**src/hdl/isp_pkg.sv**
```systemverilog
// Purpose: shared constants and types for the interrupt sequencer and power-down block
// Assumes: 250 MHz sys_clk, synchronous active-high reset
// Notes: core-side handshake is a plain level/pulse interface, no bus
//
// Functional notes
// RULE1 - writes to request register set bits handled like hardware requests
// RULE2 - vector only with master enable, level unmasked, no higher pending
// RULE3 - push pc low, pc high, flags; fetch vector high, low; branch
// RULE4 - acknowledge sequence lasts 24 internal clock cycles
// RULE5 - each request passes two synchronising flip-flops before arbitration
// RULE6 - requests recognised only at instruction boundaries
// RULE7 - enable-interrupts inside a routine re-arms master enable for nesting
// RULE8 - masked level still latches its request bit for polling
// RULE9 - request register operational only after first enable-interrupts
// RULE10 - reset clears master enable and holds request register cleared
// RULE11 - halt stops execution, gates cpu clock, timers and interrupts run
// RULE12 - opcode 7f decoded as halt; software precedes it with ff
// RULE13 - any interrupt ends halt; execution resumes after the halt
// RULE14 - halt ended by reset or watchdog restarts at 000c; here the watchdog counts only in stop and never ends halt
// RULE15 - rewriting clock bits 0/1 rescales clocks on the fly, even halted
// RULE16 - stop turns off oscillator and system clock, watchdog optional
// RULE17 - opcode 6f decoded as stop; software precedes it with ff
// RULE18 - stop ends only by reset, watchdog or recovery source, restart 000c
// RULE19 - watchdog running in stop resets a fixed period after entry
// RULE20 - low level on port2 bit7 triggers recovery, minimum pulse width
// RULE21 - recovery or stop watchdog reset initialises registers differently
// RULE22 - spi slave compare match also serves as recovery source
// RULE23 - control bit 0 enables divide-by-16 prescaler on system clocks
// RULE24 - control bit 1 bypasses divide-by-two of the oscillator
// RULE25 - control bit 6 selects wake polarity, 1 high, 0 low
// RULE26 - read-only bit 7 reads 0 on cold start, 1 on warm start
// RULE27 - return pops flags, pc high, pc low and re-enables master enable
package isp_pkg;
  localparam int ISP_LEVELS = 6;
  localparam logic [7:0] ISP_OP_HALT = 8'h7f;
  localparam logic [7:0] ISP_OP_STOP = 8'h6f;
  localparam logic [7:0] ISP_OP_NOP = 8'hff;
  localparam logic [15:0] ISP_RESET_ADDR = 16'h000c;
  localparam int ISP_ACK_CYCLES = 24;
  localparam int ISP_SYNC_STAGES = 2;
  localparam int ISP_WAKE_MIN_NS = 20;
  localparam int ISP_CLK_MHZ = 250;
  localparam int ISP_WAKE_MIN_CYC = (ISP_WAKE_MIN_NS * ISP_CLK_MHZ + 999) / 1000;
  localparam int ISP_WDT_STOP_CYC = 8192;
  localparam int ISP_MEN_BIT = 7;
  localparam int ISP_SRC_DIV16_BIT = 0;
  localparam int ISP_SRC_FULL_BIT = 1;
  localparam int ISP_SRC_POL_BIT = 6;
  localparam int ISP_SRC_WARM_BIT = 7;
  localparam logic [7:0] ISP_SRC_RESET = 8'h20;
  localparam logic [7:0] ISP_MASK_RESET = 8'h00;
  localparam logic [5:0] ISP_PRIO_RESET = 6'h00;
  // vector table base: level n vector at 2n
  localparam logic [15:0] ISP_VEC_BASE = 16'h0000;

  typedef enum logic [2:0] {
    ISP_ST_RUN = 3'b000,
    ISP_ST_ACK = 3'b001,
    ISP_ST_HALT = 3'b010,
    ISP_ST_STOP = 3'b011,
    ISP_ST_RET = 3'b100
  } isp_state_t;

  typedef enum logic [2:0] {
    ISP_BOP_NONE = 3'b000,
    ISP_BOP_PUSH = 3'b001,
    ISP_BOP_POP = 3'b010,
    ISP_BOP_FETCH = 3'b011
  } isp_bop_t;

  // one stack or program-memory access requested of the core
  typedef struct packed {
    isp_bop_t op;
    logic [1:0] sel; // 0 pc low, 1 pc high, 2 flags
    logic [15:0] addr;
  } isp_bus_t;

  // core instruction-boundary report
  typedef struct packed {
    logic boundary;
    logic [7:0] opcode;
  } isp_core_t;
endpackage : isp_pkg

```
**src/hdl/isp_top.sv**
```systemverilog
// Purpose: interrupt sequencer with halt and stop power-down control
// Assumes: core reports instruction boundaries and performs stack/fetch moves
// Notes: registers reached by plain address/strobe port, read data one cycle later
//
// Chosen here: the plain strobed port and the placing of the registers.
`timescale 1ns/1ps
module isp_top
  import isp_pkg::*;
#(
  parameter int WDT_STOP_CYC = ISP_WDT_STOP_CYC,
  parameter int WAKE_MIN_CYC = ISP_WAKE_MIN_CYC
) (
  // clock and reset
  input wire logic sys_clk,
  input wire logic srst,
  // register port
  input wire logic [1:0] reg_addr,
  input wire logic [7:0] reg_wdata,
  input wire logic reg_wr,
  input wire logic reg_rd,
  output logic [7:0] reg_rdata,
  // hardware requests and wake sources (asynchronous)
  input wire logic [ISP_LEVELS-1:0] hw_req,
  input wire logic port2_bit7_wake_pin,
  input wire logic spi_compare_match,
  input wire logic wdt_stop_enable,
  // core side
  input wire isp_pkg::isp_core_t core_in,
  input wire logic [15:0] core_pc,
  input wire logic [15:0] vec_data,
  input wire logic bus_done,
  output isp_pkg::isp_bus_t bus_out,
  output logic [15:0] branch_addr,
  output logic branch_go,
  output logic cpu_clk_en,
  output logic osc_run,
  output logic tmr_clk_en,
  output logic special_reset,
  output logic ack_active
);
  import isp_pkg::*;

  // register indices
  localparam logic [1:0] A_REQ = 2'h0;
  localparam logic [1:0] A_MASK = 2'h1;
  localparam logic [1:0] A_PRIO = 2'h2;
  localparam logic [1:0] A_SRC = 2'h3;

  // programmable priority among groups A={3,5}, B={0,2}, C={1,4}
  function automatic logic [2:0] pick(input logic [5:0] pend, input logic [5:0] pr);
    logic [2:0] g0, g1, g2;
    logic [2:0] gs [3];
    logic [2:0] res;
    logic [2:0] hi, lo;
    res = 3'h7;
    case ({pr[4], pr[3], pr[0]})
      3'b001: begin g0 = 3'd2; g1 = 3'd0; g2 = 3'd1; end
      3'b010: begin g0 = 3'd0; g1 = 3'd1; g2 = 3'd2; end
      3'b011: begin g0 = 3'd0; g1 = 3'd2; g2 = 3'd1; end
      3'b100: begin g0 = 3'd1; g1 = 3'd2; g2 = 3'd0; end
      3'b101: begin g0 = 3'd2; g1 = 3'd1; g2 = 3'd0; end
      3'b110: begin g0 = 3'd1; g1 = 3'd0; g2 = 3'd2; end
      default: begin g0 = 3'd0; g1 = 3'd1; g2 = 3'd2; end
    endcase
    gs[0] = g2;
    gs[1] = g1;
    gs[2] = g0;
    for (int i = 0; i < 3; i++) begin
      case (gs[i])
        3'd0: begin hi = pr[5] ? 3'd3 : 3'd5; lo = pr[5] ? 3'd5 : 3'd3; end
        3'd1: begin hi = pr[2] ? 3'd0 : 3'd2; lo = pr[2] ? 3'd2 : 3'd0; end
        default: begin hi = pr[1] ? 3'd4 : 3'd1; lo = pr[1] ? 3'd1 : 3'd4; end
      endcase
      // lowest group first so the highest overwrites
      if (pend[lo]) res = lo;
      if (pend[hi]) res = hi;
    end
    return res;
  endfunction : pick

  logic [5:0] req_sync;
  logic [1:0] wake_sync;
  logic [5:0] req_q, req_d;
  logic [5:0] edge_q;
  logic [7:0] mask_q;
  logic [5:0] prio_q;
  logic [7:0] src_q;
  logic armed_q;
  isp_state_t st_q, st_d;
  logic [4:0] ack_cnt_q;
  logic [2:0] lvl_q;
  logic [1:0] step_q;
  logic [31:0] wdt_cnt_q;
  logic [15:0] wake_cnt_q;
  logic [3:0] div_q;
  logic half_q;
  logic [7:0] reg_rdata_q;
  isp_bus_t bus_q;
  logic [15:0] branch_addr_q;
  logic branch_go_q;
  logic cpu_clk_en_q;
  logic tmr_clk_en_q;
  logic special_reset_q;
  logic pop_busy_q;
  logic osc_run_q;
  logic ack_active_q;

  isp_sync #(.WIDTH(8)) u_sync (
    .sys_clk(sys_clk),
    .srst(srst),
    .async_in({spi_compare_match, port2_bit7_wake_pin, hw_req}),
    .sync_out({wake_sync, req_sync})
  ); // [RULE5]

  // decode
  wire at_bound = core_in.boundary && st_q == ISP_ST_RUN;
  wire is_ei = at_bound && core_in.opcode == 8'h9f;
  // one pop in flight at a time; the partner may stretch its answer
  wire pop_go = st_q == ISP_ST_RET && !bus_done && !pop_busy_q;
  wire req_we = reg_wr && reg_addr == A_REQ && armed_q; // [RULE9]
  wire [5:0] rise = req_sync & ~edge_q;
  wire [5:0] enabled = req_q & mask_q[5:0];
  wire [2:0] winner = pick(enabled, prio_q);
  wire take = at_bound && mask_q[ISP_MEN_BIT] && winner != 3'h7; // [RULE2] [RULE6]
  wire halt_op = at_bound && core_in.opcode == ISP_OP_HALT; // [RULE12]
  wire stop_op = at_bound && core_in.opcode == ISP_OP_STOP; // [RULE17]
  wire wake_lvl = src_q[ISP_SRC_POL_BIT] ? wake_sync[0] : ~wake_sync[0]; // [RULE25] [RULE20]
  wire wake_hit = (wake_cnt_q >= 16'(WAKE_MIN_CYC)) || wake_sync[1]; // [RULE22]
  wire wdt_hit = wdt_stop_enable && wdt_cnt_q >= 32'(WDT_STOP_CYC); // [RULE19]
  wire [5:0] clr_won = (st_q == ISP_ST_ACK && ack_cnt_q == 5'd0) ? 6'(1 << lvl_q) : 6'h00;
  wire tick = (src_q[ISP_SRC_FULL_BIT] || half_q) && (!src_q[ISP_SRC_DIV16_BIT] || div_q == 4'hf);
  wire [15:0] vec_addr = ISP_VEC_BASE + 16'({lvl_q, 1'b0});

  // request latch: set wins over software clear
  always_comb begin
    req_d = req_q;
    if (req_we) req_d = reg_wdata[5:0]; // [RULE1]
    req_d = (req_d & ~clr_won) | (armed_q ? rise : 6'h00); // [RULE8]
    if (!armed_q) req_d = 6'h00; // [RULE10]
  end

  always_comb begin
    st_d = st_q;
    case (st_q)
      ISP_ST_RUN: begin
        if (take) st_d = ISP_ST_ACK;
        else if (halt_op) st_d = ISP_ST_HALT; // [RULE11]
        else if (stop_op) st_d = ISP_ST_STOP; // [RULE16]
        else if (at_bound && core_in.opcode == 8'hbf) st_d = ISP_ST_RET;
      end
      ISP_ST_ACK: if (ack_cnt_q == 5'(ISP_ACK_CYCLES - 1)) st_d = ISP_ST_RUN; // [RULE4]
      ISP_ST_HALT: if (|req_q) st_d = ISP_ST_RUN; // [RULE13]
      ISP_ST_STOP: if (wake_hit || wdt_hit) st_d = ISP_ST_RUN; // [RULE18]
      ISP_ST_RET: if (bus_done && step_q == 2'd2) st_d = ISP_ST_RUN;
      default: st_d = ISP_ST_RUN;
    endcase
  end

  always_ff @(posedge sys_clk) begin
    if (srst) begin
      st_q <= ISP_ST_RUN;
      req_q <= 6'h00;
      edge_q <= 6'h00;
      mask_q <= ISP_MASK_RESET; // [RULE10]
      prio_q <= ISP_PRIO_RESET;
      src_q <= ISP_SRC_RESET; // [RULE26]
      armed_q <= 1'b0;
      ack_cnt_q <= 5'd0;
      lvl_q <= 3'd0;
      step_q <= 2'd0;
      pop_busy_q <= 1'b0;
      wdt_cnt_q <= 32'd0;
      wake_cnt_q <= 16'd0;
      div_q <= 4'h0;
      half_q <= 1'b0;
    end else begin
      st_q <= st_d;
      edge_q <= req_sync;
      req_q <= req_d;
      div_q <= (src_q[ISP_SRC_FULL_BIT] || half_q) ? div_q + 4'h1 : div_q; // [RULE23]
      half_q <= ~half_q; // [RULE24]
      if (reg_wr && reg_addr == A_MASK) mask_q <= reg_wdata;
      if (reg_wr && reg_addr == A_PRIO) prio_q <= reg_wdata[5:0];
      // clock scaling takes effect on the next tick, halted or not
      if (reg_wr && reg_addr == A_SRC) begin
        src_q[6:0] <= reg_wdata[6:0]; // [RULE15]
      end
      if (is_ei) begin
        mask_q[ISP_MEN_BIT] <= 1'b1; // [RULE7]
        armed_q <= 1'b1; // [RULE9]
      end
      if (at_bound && core_in.opcode == 8'h8f) mask_q[ISP_MEN_BIT] <= 1'b0;
      if (take) begin
        lvl_q <= winner;
        mask_q[ISP_MEN_BIT] <= 1'b0;
      end
      if (st_q == ISP_ST_ACK) ack_cnt_q <= ack_cnt_q + 5'd1;
      else ack_cnt_q <= 5'd0;
      if (st_q == ISP_ST_RET && bus_done) step_q <= step_q + 2'd1;
      else if (st_q != ISP_ST_RET) step_q <= 2'd0;
      if (st_q != ISP_ST_RET || bus_done) pop_busy_q <= 1'b0;
      else pop_busy_q <= 1'b1;
      if (st_q == ISP_ST_RET && st_d == ISP_ST_RUN) mask_q[ISP_MEN_BIT] <= 1'b1; // [RULE27]
      if (st_q == ISP_ST_STOP) begin
        wdt_cnt_q <= wdt_stop_enable ? wdt_cnt_q + 32'd1 : 32'd0;
        wake_cnt_q <= wake_lvl ? wake_cnt_q + 16'd1 : 16'd0;
        src_q[ISP_SRC_WARM_BIT] <= wake_hit; // [RULE26]
      end else begin
        wdt_cnt_q <= 32'd0;
        wake_cnt_q <= 16'd0;
      end
    end
  end

  // core-facing outputs, all registered
  always_ff @(posedge sys_clk) begin
    if (srst) begin
      reg_rdata_q <= 8'h00;
      bus_q <= '0;
      branch_addr_q <= ISP_RESET_ADDR;
      branch_go_q <= 1'b0;
      cpu_clk_en_q <= 1'b1;
      tmr_clk_en_q <= 1'b0;
      special_reset_q <= 1'b0;
      osc_run_q <= 1'b1;
      ack_active_q <= 1'b0;
    end else begin
      reg_rdata_q <= 8'h00;
      if (reg_rd && reg_addr == A_REQ) reg_rdata_q <= {2'b00, req_q};
      else if (reg_rd && reg_addr == A_MASK) reg_rdata_q <= mask_q;
      else if (reg_rd && reg_addr == A_SRC) reg_rdata_q <= {src_q[ISP_SRC_WARM_BIT], 7'h00};
      bus_q <= '0;
      branch_go_q <= 1'b0;
      if (st_q == ISP_ST_ACK) begin
        case (ack_cnt_q)
          5'd1: bus_q <= '{op: ISP_BOP_PUSH, sel: 2'd0, addr: core_pc}; // [RULE3]
          5'd5: bus_q <= '{op: ISP_BOP_PUSH, sel: 2'd1, addr: core_pc};
          5'd9: bus_q <= '{op: ISP_BOP_PUSH, sel: 2'd2, addr: core_pc};
          5'd13: bus_q <= '{op: ISP_BOP_FETCH, sel: 2'd1, addr: vec_addr};
          5'd17: bus_q <= '{op: ISP_BOP_FETCH, sel: 2'd0, addr: vec_addr + 16'h1};
          5'd23: begin
            branch_addr_q <= vec_data;
            branch_go_q <= 1'b1;
          end
          default: bus_q <= '0;
        endcase
      end
      if (pop_go) begin
        bus_q <= '{op: ISP_BOP_POP, sel: 2'd2 - step_q, addr: core_pc}; // [RULE27]
      end
      if (st_q == ISP_ST_STOP && st_d == ISP_ST_RUN) begin
        branch_addr_q <= ISP_RESET_ADDR; // [RULE18] [RULE14]
        branch_go_q <= 1'b1;
        special_reset_q <= 1'b1; // [RULE21]
      end else begin
        special_reset_q <= 1'b0;
      end
      cpu_clk_en_q <= (st_d == ISP_ST_RUN || st_d == ISP_ST_ACK || st_d == ISP_ST_RET) && tick;
      tmr_clk_en_q <= st_d != ISP_ST_STOP && tick; // [RULE11] [RULE16]
      osc_run_q <= st_d != ISP_ST_STOP; // [RULE16]
      ack_active_q <= st_d == ISP_ST_ACK; // [RULE4]
    end
  end

  assign reg_rdata = reg_rdata_q;
  assign bus_out = bus_q;
  assign branch_addr = branch_addr_q;
  assign branch_go = branch_go_q;
  assign cpu_clk_en = cpu_clk_en_q;
  assign tmr_clk_en = tmr_clk_en_q;
  assign special_reset = special_reset_q;
  assign osc_run = osc_run_q;
  assign ack_active = ack_active_q;
endmodule : isp_top

```
**src/hdl/isp_sync.sv**
```systemverilog
// Purpose: two-stage synchroniser for request and wake inputs
// Assumes: asynchronous inputs, one clock
// Notes: first stage feeds only the second stage
`timescale 1ns/1ps
module isp_sync #(
  parameter int WIDTH = 6
) (
  // clock and reset
  input wire logic sys_clk,
  input wire logic srst,
  // data
  input wire logic [WIDTH-1:0] async_in,
  output logic [WIDTH-1:0] sync_out
);
  logic [WIDTH-1:0] meta_q;
  logic [WIDTH-1:0] sync_q;

  always_ff @(posedge sys_clk) begin
    if (srst) begin
      meta_q <= '0;
      sync_q <= '0;
    end else begin
      meta_q <= async_in;
      sync_q <= meta_q;
    end
  end

  assign sync_out = sync_q;
endmodule : isp_sync

```
**config.mk**
```make
export PLATFORM = sky130hd
export DESIGN_NAME = isp_top
export DESIGN_NICKNAME = d
export VERILOG_FILES = /design/src/hdl/isp_pkg.sv /design/src/hdl/isp_top.sv /design/src/hdl/isp_sync.sv
export SDC_FILE = /design/constraint.sdc
export NUM_CORES = 1
export LEC_CHECK = 0
export ABC_CLOCK_PERIOD_IN_PS = 3800
export BUFFER_PORTS_ARGS = -buffer_cell sky130_fd_sc_hd__buf_2
export CORE_ASPECT_RATIO = 1.4
export CORE_MARGIN = 2
export CORE_UTILIZATION = 35
export DETAILED_ROUTE_END_ITERATION = 8
export PLACE_DENSITY = 0.61
export SLEW_MARGIN = 10
export SYNTH_ARGS = -nofsm -noshare
export SYNTH_HDL_FRONTEND = slang
export SYNTH_HIERARCHICAL = 1
export SYNTH_SLANG_ARGS = --single-unit
```
**constraint.sdc**
```tcl
create_clock -name sys_clk -period 3.8 [get_ports sys_clk]
set_input_delay 0.38 -clock sys_clk [delete_from_list [all_inputs] [get_ports sys_clk]]
set_output_delay 0.38 -clock sys_clk [all_outputs]
set_load 0.03 [all_outputs]
```
## Word-level counts from Yosys, hierarchy flattened

Cells that the tools add are included.

| storage, ports and cells | value |
|---|---|
| input port bits | 65 |
| register bits | 169 |
| output and inout bits | 51 |
| word-level logic and storage cells | 219 |

| cells by class | value |
|---|---|
| bitwise gates (word level) | 13 |
| $lt $le $gt $ge | 8 |
| mux-type cells | 64 |
| equal/unequal tests | 33 |
| shifts and indexed selects | 1 |
| reductions and logical operators | 61 |
| add/sub/neg operators | 7 |

Operator list:

| operator | count |
|---|---|
| case mux 20 bit (5 select lines) | 1 |
| two-way mux 3 bit | 18 |
| two-way mux 20 bit | 2 |
| case mux 3 bit (2 select lines) | 6 |
| adder 32 x 1 -> 32 bit, second input constant | 1 |
| greater-or-equal comparator 32 x 14 -> 1 bit, second input constant | 1 |
| logical AND 1 bit | 27 |
| == test 8 bit, second input constant | 3 |
| less-than comparator 3 x 4 -> 1 bit, second input constant | 6 |
| two-way mux 6 bit | 4 |
| two-way mux 8 bit | 3 |
| OR reduction 2 bit | 10 |
| bitwise AND 6 bit | 3 |
| binary-select mux 1 bit (select 3 bit) | 6 |
| == test 3 x 1 -> 1 bit, second input constant | 6 |
| adder 16 x 1 -> 16 bit, second input constant | 1 |
| == test 8 x 7 -> 1 bit, second input constant | 2 |
| greater-or-equal comparator 16 x 3 -> 1 bit, second input constant | 1 |
| two-way mux 1 bit | 16 |
| == test 3 bit, second input constant | 5 |
| zero test 3 bit | 5 |
| case mux 3 bit (5 select lines) | 1 |
| NOT 6 bit | 2 |
| case mux 2 bit (2 select lines) | 3 |
| other kinds (28) | 54 |

## Longest topological paths before layout

| logic depth | value |
|---|---|
| depth in word-level cells | 21 |
| gate-level depth with buffers | 12 |
| gate-level depth less buffers | 11 |

## By module

The synthesis kept the hierarchy.

By module, submodules not included:

| module | sequential area each (µm²) | instances | area each (µm²) | cells each |
|---|---|---|---|---|
| isp_top | 2962.8 | 1 | 6854.1 | 814 |
| isp_sync | 320.3 | 1 | 464.2 | 33 |

## Least setup slack after synthesis

Ideal clock, no wire load.

| timing | value |
|---|---|
| path kind | flip-flop to flip-flop |
| from | register prio_q[4] |
| to | register osc_run_q, in the netlist osc_run |
| cell stages (with the launch flop) | 12 |
| buffers on the path | 1 |
| data required time | 3.680 ns |
| path slack | 1.134 ns |
| library setup time | 0.120 ns |
| data arrival time | 2.546 ns |
| clock period less this slack | 2.666 ns |
| cells stage by stage | dfxtp_1 > ha_1 > clkbuf_1 > nand2_1 > o31ai_2 > mux2_2 > a21oi_2 > o31ai_1 > and2b_1 > a31oi_4 > o31ai_2 > a211o_1 |

| between the ends | value |
|---|---|
| word-level cells in the longest chain between the ends | 18 |
| elaborated cells between the ends (all ways) | 49 |
| classes of those cells | eq/ne: 10; mux: 29; reduce/logical: 10 |

Ends and longest elaborated chain:

| what | RTL line | source |
|---|---|---|
| start: declaration | isp_top.sv:86 | `logic [5:0] prio_q;` |
| start signal: assignment | isp_top.sv:183 | `if (reg_wr && reg_addr == A_PRIO) prio_q <= reg_wdata[5:0];` |
| == test 3 bit, or another cell as far along | isp_top.sv:56 | `case ({pr[4], pr[3], pr[0]})` |
| OR reduction 2 bit (no line) | n/a |  |
| case mux 2 bit (2 select lines) | isp_top.sv:56 |  |
| == test 3 x 1 -> 1 bit or zero test 3 bit (tied branches) | isp_top.sv:69 | `case (gs[i])` |
| case mux 3 bit (2 select lines) | isp_top.sv:69 |  |
| binary-select mux 1 bit (select 3 bit) | isp_top.sv:75 | `if (pend[lo]) res = lo;` |
| two-way mux 1 bit (implied by the code) | isp_top.sv:75 |  |
| two-way mux 3 bit | isp_top.sv:75 |  |
| (+2 left out) | n/a |  |
| two-way mux 3 bit | isp_top.sv:76 | `if (pend[hi]) res = hi;` |
| two-way mux 3 bit | isp_top.sv:75 |  |
| two-way mux 3 bit (*) | isp_top.sv:76 |  |
| != test 3 bit (*) | isp_top.sv:124 | `wire take = at_bound && mask_q[ISP_MEN_BIT] && winner != 3'h7;` |
| logical AND 1 bit (*) | isp_top.sv:124 |  |
| two-way mux 3 bit (*) | isp_top.sv:146 | `if (take) st_d = ISP_ST_ACK;` |
| case mux 3 bit (5 select lines) (*) | isp_top.sv:144 | `case (st_q)` |
| != test 3 x 2 -> 1 bit (*) | isp_top.sv:260 | `osc_run_q <= st_d != ISP_ST_STOP;` |
| end signal: assignment | isp_top.sv:225 | `osc_run_q <= 1'b1;` |
| end signal: assignment | isp_top.sv:260 |  |
| end: declaration | isp_top.sv:105 | `logic osc_run_q;` |

Every way passes the cells marked *; elsewhere a longest branch is shown, timed or not. The select of a mux whose other input is x is not followed.
A chain may end at the register's enable or synchronous reset.

## Final worst setup path

Ends and elaborated chain as after synthesis.

==> out/summary.txt <==
outcome = finished clean
setup ws final = 0.726 ns
grt ovf = 0
Synth Instances = 847
worst reg2reg path depth = 11
PostCTS Resize Cnt = 0
Syn Std Cell Area = 7320 um^2
clk_lat worst skew = 0.43 ns
setup_tns = 0 ns
CP Class = reg2reg
synth top area cells = dfxtp_1, nor2_1, mux2i_1
CTS clk-pin slew, worst paths = 0.06 ns
Synth warnings = 6
Worst VDD drop = 0.260 mV
Layout area overhead = 19.4%
fraction of layout instances using a drive strength above 1 = 19.3%
Initial Utilization = 35.6%
# setup viols final = 0
# IOs = 116
RSZ-0062 raised after global routing = false
1st-pass router iterations = 7
leakage = 3.49 nW
Rows = 62
R2R Path Start = prio_q[4]
Arr. time, crit path = 3.39 ns
HP Start = core_pc[10]
DR WL met3 = 854 um
synth cell count leaders = dfxtp_1, nor2_1, nand2_1, a21oi_1, nand3_1
flops & latches, synth = 164
Fmax = 0.325 GHz
initial antenna violation count = 0
startpoint types = flop
Die Y = 175 um
Hold EP = bus_out[10]
Setup crit end kind = flop
crit path cell chain = inv_1 -> ha_1 -> nor2_1 -> o211ai_1 -> a21oi_1 -> nor3b_1 -> a2111oi_2 -> o32ai_2 -> a31oi_4 -> o31ai_2 -> a211o_1
DIE WIDTH = 126 um
area of the core = 20,600 um^2
register area share after synthesis = 44.9%
EDFF count, synth = 0
die area = 22,100 um^2
hold_ws = 0.148 ns
max-slew violation count = 0
detailed-route via count = 6,133
PwrDens = 432 nW/um^2
Final Cycle Share = 80.9%
worst-path maximum fanout = 10
Setup Fix Bufs, Post-CTS = 0
ys flop type = dfxtp_1
Max Cap Violations = 0
most common cell in the netlist = dfxtp_1
PortBufs = 114
M1 WL = 7.62 mm
DRC viols = 0
highest routed metal layer = met4
Ant. Diodes = 0
Synthesized Nets = 925
routed wire length = 18.4 mm
sequential power share = 47.0%
Worst Tran Pin Value = 1.01 ns
WL/cell = 15.1 um
Slowest cell on crit path = dfxtp_1
ys async rst share = 0%
Comb power frac = 5.8%
Worst Skew = 0.0103 ns
clock buffer depth = 2
Nets = 1,033
Cell variety after synth = 75
Switching Power = 0.000873 W
Clk network pwr share = 47.3%
Period minus WS final = 3.07 ns
CTS tree = built
vias in the first global route = 5,943
area leader, netlist = dfxtp_1
H-tree levels = 4
clk sink count = 164
share of the synthesized area in the top cell type = 44.9%
dpl hpwl = 13.8 mm
relative slew slack = 32.5%
Net Sw Frac = 23.2%
CTS Hold Buffers Added = 0
Worst R2R End = osc_run
min-delay worst type = in2reg
total track usage = 17.0%
gpl congestion = 0.921
DR WL met2 = 9.25 mm
largest net degree at the start of global routing = 32
CP required = 4.12 ns
WHS Path Cells = 2
pre-CTS setup slack = 0.783 ns
Mean Syn Cell Area = 8.64 um^2
clock root buffer = clkbuf_16
first-pass GRT wire length = 29.9 mm
crit-path max cell delay = 0.50 ns
Final ANT Viol Nets = 0
DRT iter0 DRCs = 207
cell-internal power = 0.00290 W
final hold viol count = 0
R2R Setup Slk = 0.73 ns
final core occ = 42.5%
via/cell ratio = 5.01
CTS buffer count = 17
[area by class of cell]
type                    count  area (um^2)
fillers                  2063        11800
multi-input cells         627         3810
flip-flops and latches    164         3280
repair buffers            120          616
clock buffers              18          439
well taps                 256          320
clock inverters            14          178
inverters                  25         93.8
[cells by family after synthesis]
group	count (synthesis)	synth area share (%)
AND/OR/NAND/NOR	393	26.9
buffers and inverters	56	3.13
adder cells (fa/ha/maj)	13	2.22
AO/OA/AOI/OAI	140	12.7
XOR/XNOR	48	5.74
multiplexers	32	4.39
other	1	0.0512
flip-flops	164	44.9
[worst max-delay path: cells and delay by family, from the launching register on]
kind                     cells  cell delay, ns
flip-flops                   1            0.50
buffers and inverters        1            0.11
AND/OR/NAND/NOR              2            0.40
AO/OA/AOI/OAI                7            1.67
adder cells (fa/ha/maj)      1            0.29
[power groups by stage]
stage               Sequential (W)  Combinational (W)  Clock, W
floorplan                  0.00180           0.000139         0
global placement           0.00181           0.000217         0
detailed placement         0.00181           0.000217         0
CTS                        0.00177           0.000218   0.00183
global route               0.00177           0.000237   0.00190
finish                     0.00177           0.000217   0.00178
[state kept, by name, indices dropped and copies added (netlist names), 4 cells and up]
| name | cells |
|---|---|
| reg_rdata | 8 |
| prio_q | 6 |
| mask_q | 8 |
| edge_q | 6 |
| branch_addr | 16 |
| bus_out | 20 |
| wake_cnt_q | 16 |
| u_sync/meta_q | 8 |
| req_q | 6 |
| div_q | 4 |
| ack_cnt_q | 5 |
| u_sync/sync_out | 8 |
| wdt_cnt_q | 32 |
| src_q | 4 |
[per-layer routing]
metal	GRT usage [%]	up-vias
met5	0	-
met4	9.80	0
met3	3.86	56
met2	29.1	158
met1	19.4	2794
li1	-	3125
[metrics by stage]
step	power (W)	cell area (um^2)	std cells
2_1_floorplan	0.00194	7320	847
5_1_grt	0.00391	8740	1224
6_report	0.00377	8740	1224
3_5_place_dp	0.00203	8120	1192
4_1_cts	0.00382	8740	1224
3_3_place_gp	0.00203	8120	1192
[layout by cell type, fill, tap and decap left out, types with 18 or more instances in the layout]
master     n
nand3_1   40
dfxtp_1  164
xor2_1    31
o21ai_0   18
mux2i_1   31
inv_1     25
buf_2    114
a21oi_1   60
nor2_1   130
nand2_1   80
[worst max-delay path by stage]
stage                         end      start  depth (start not counted)
after CTS                 osc_run  prio_q[4]                         11
final                     osc_run  prio_q[4]                         11
after floorplan           osc_run  prio_q[4]                         11
after global routing      osc_run  prio_q[4]                         11
after detailed placement  osc_run  prio_q[0]                         10
after global placement    osc_run  prio_q[0]                         10
(Power assumes the default switching activity.)
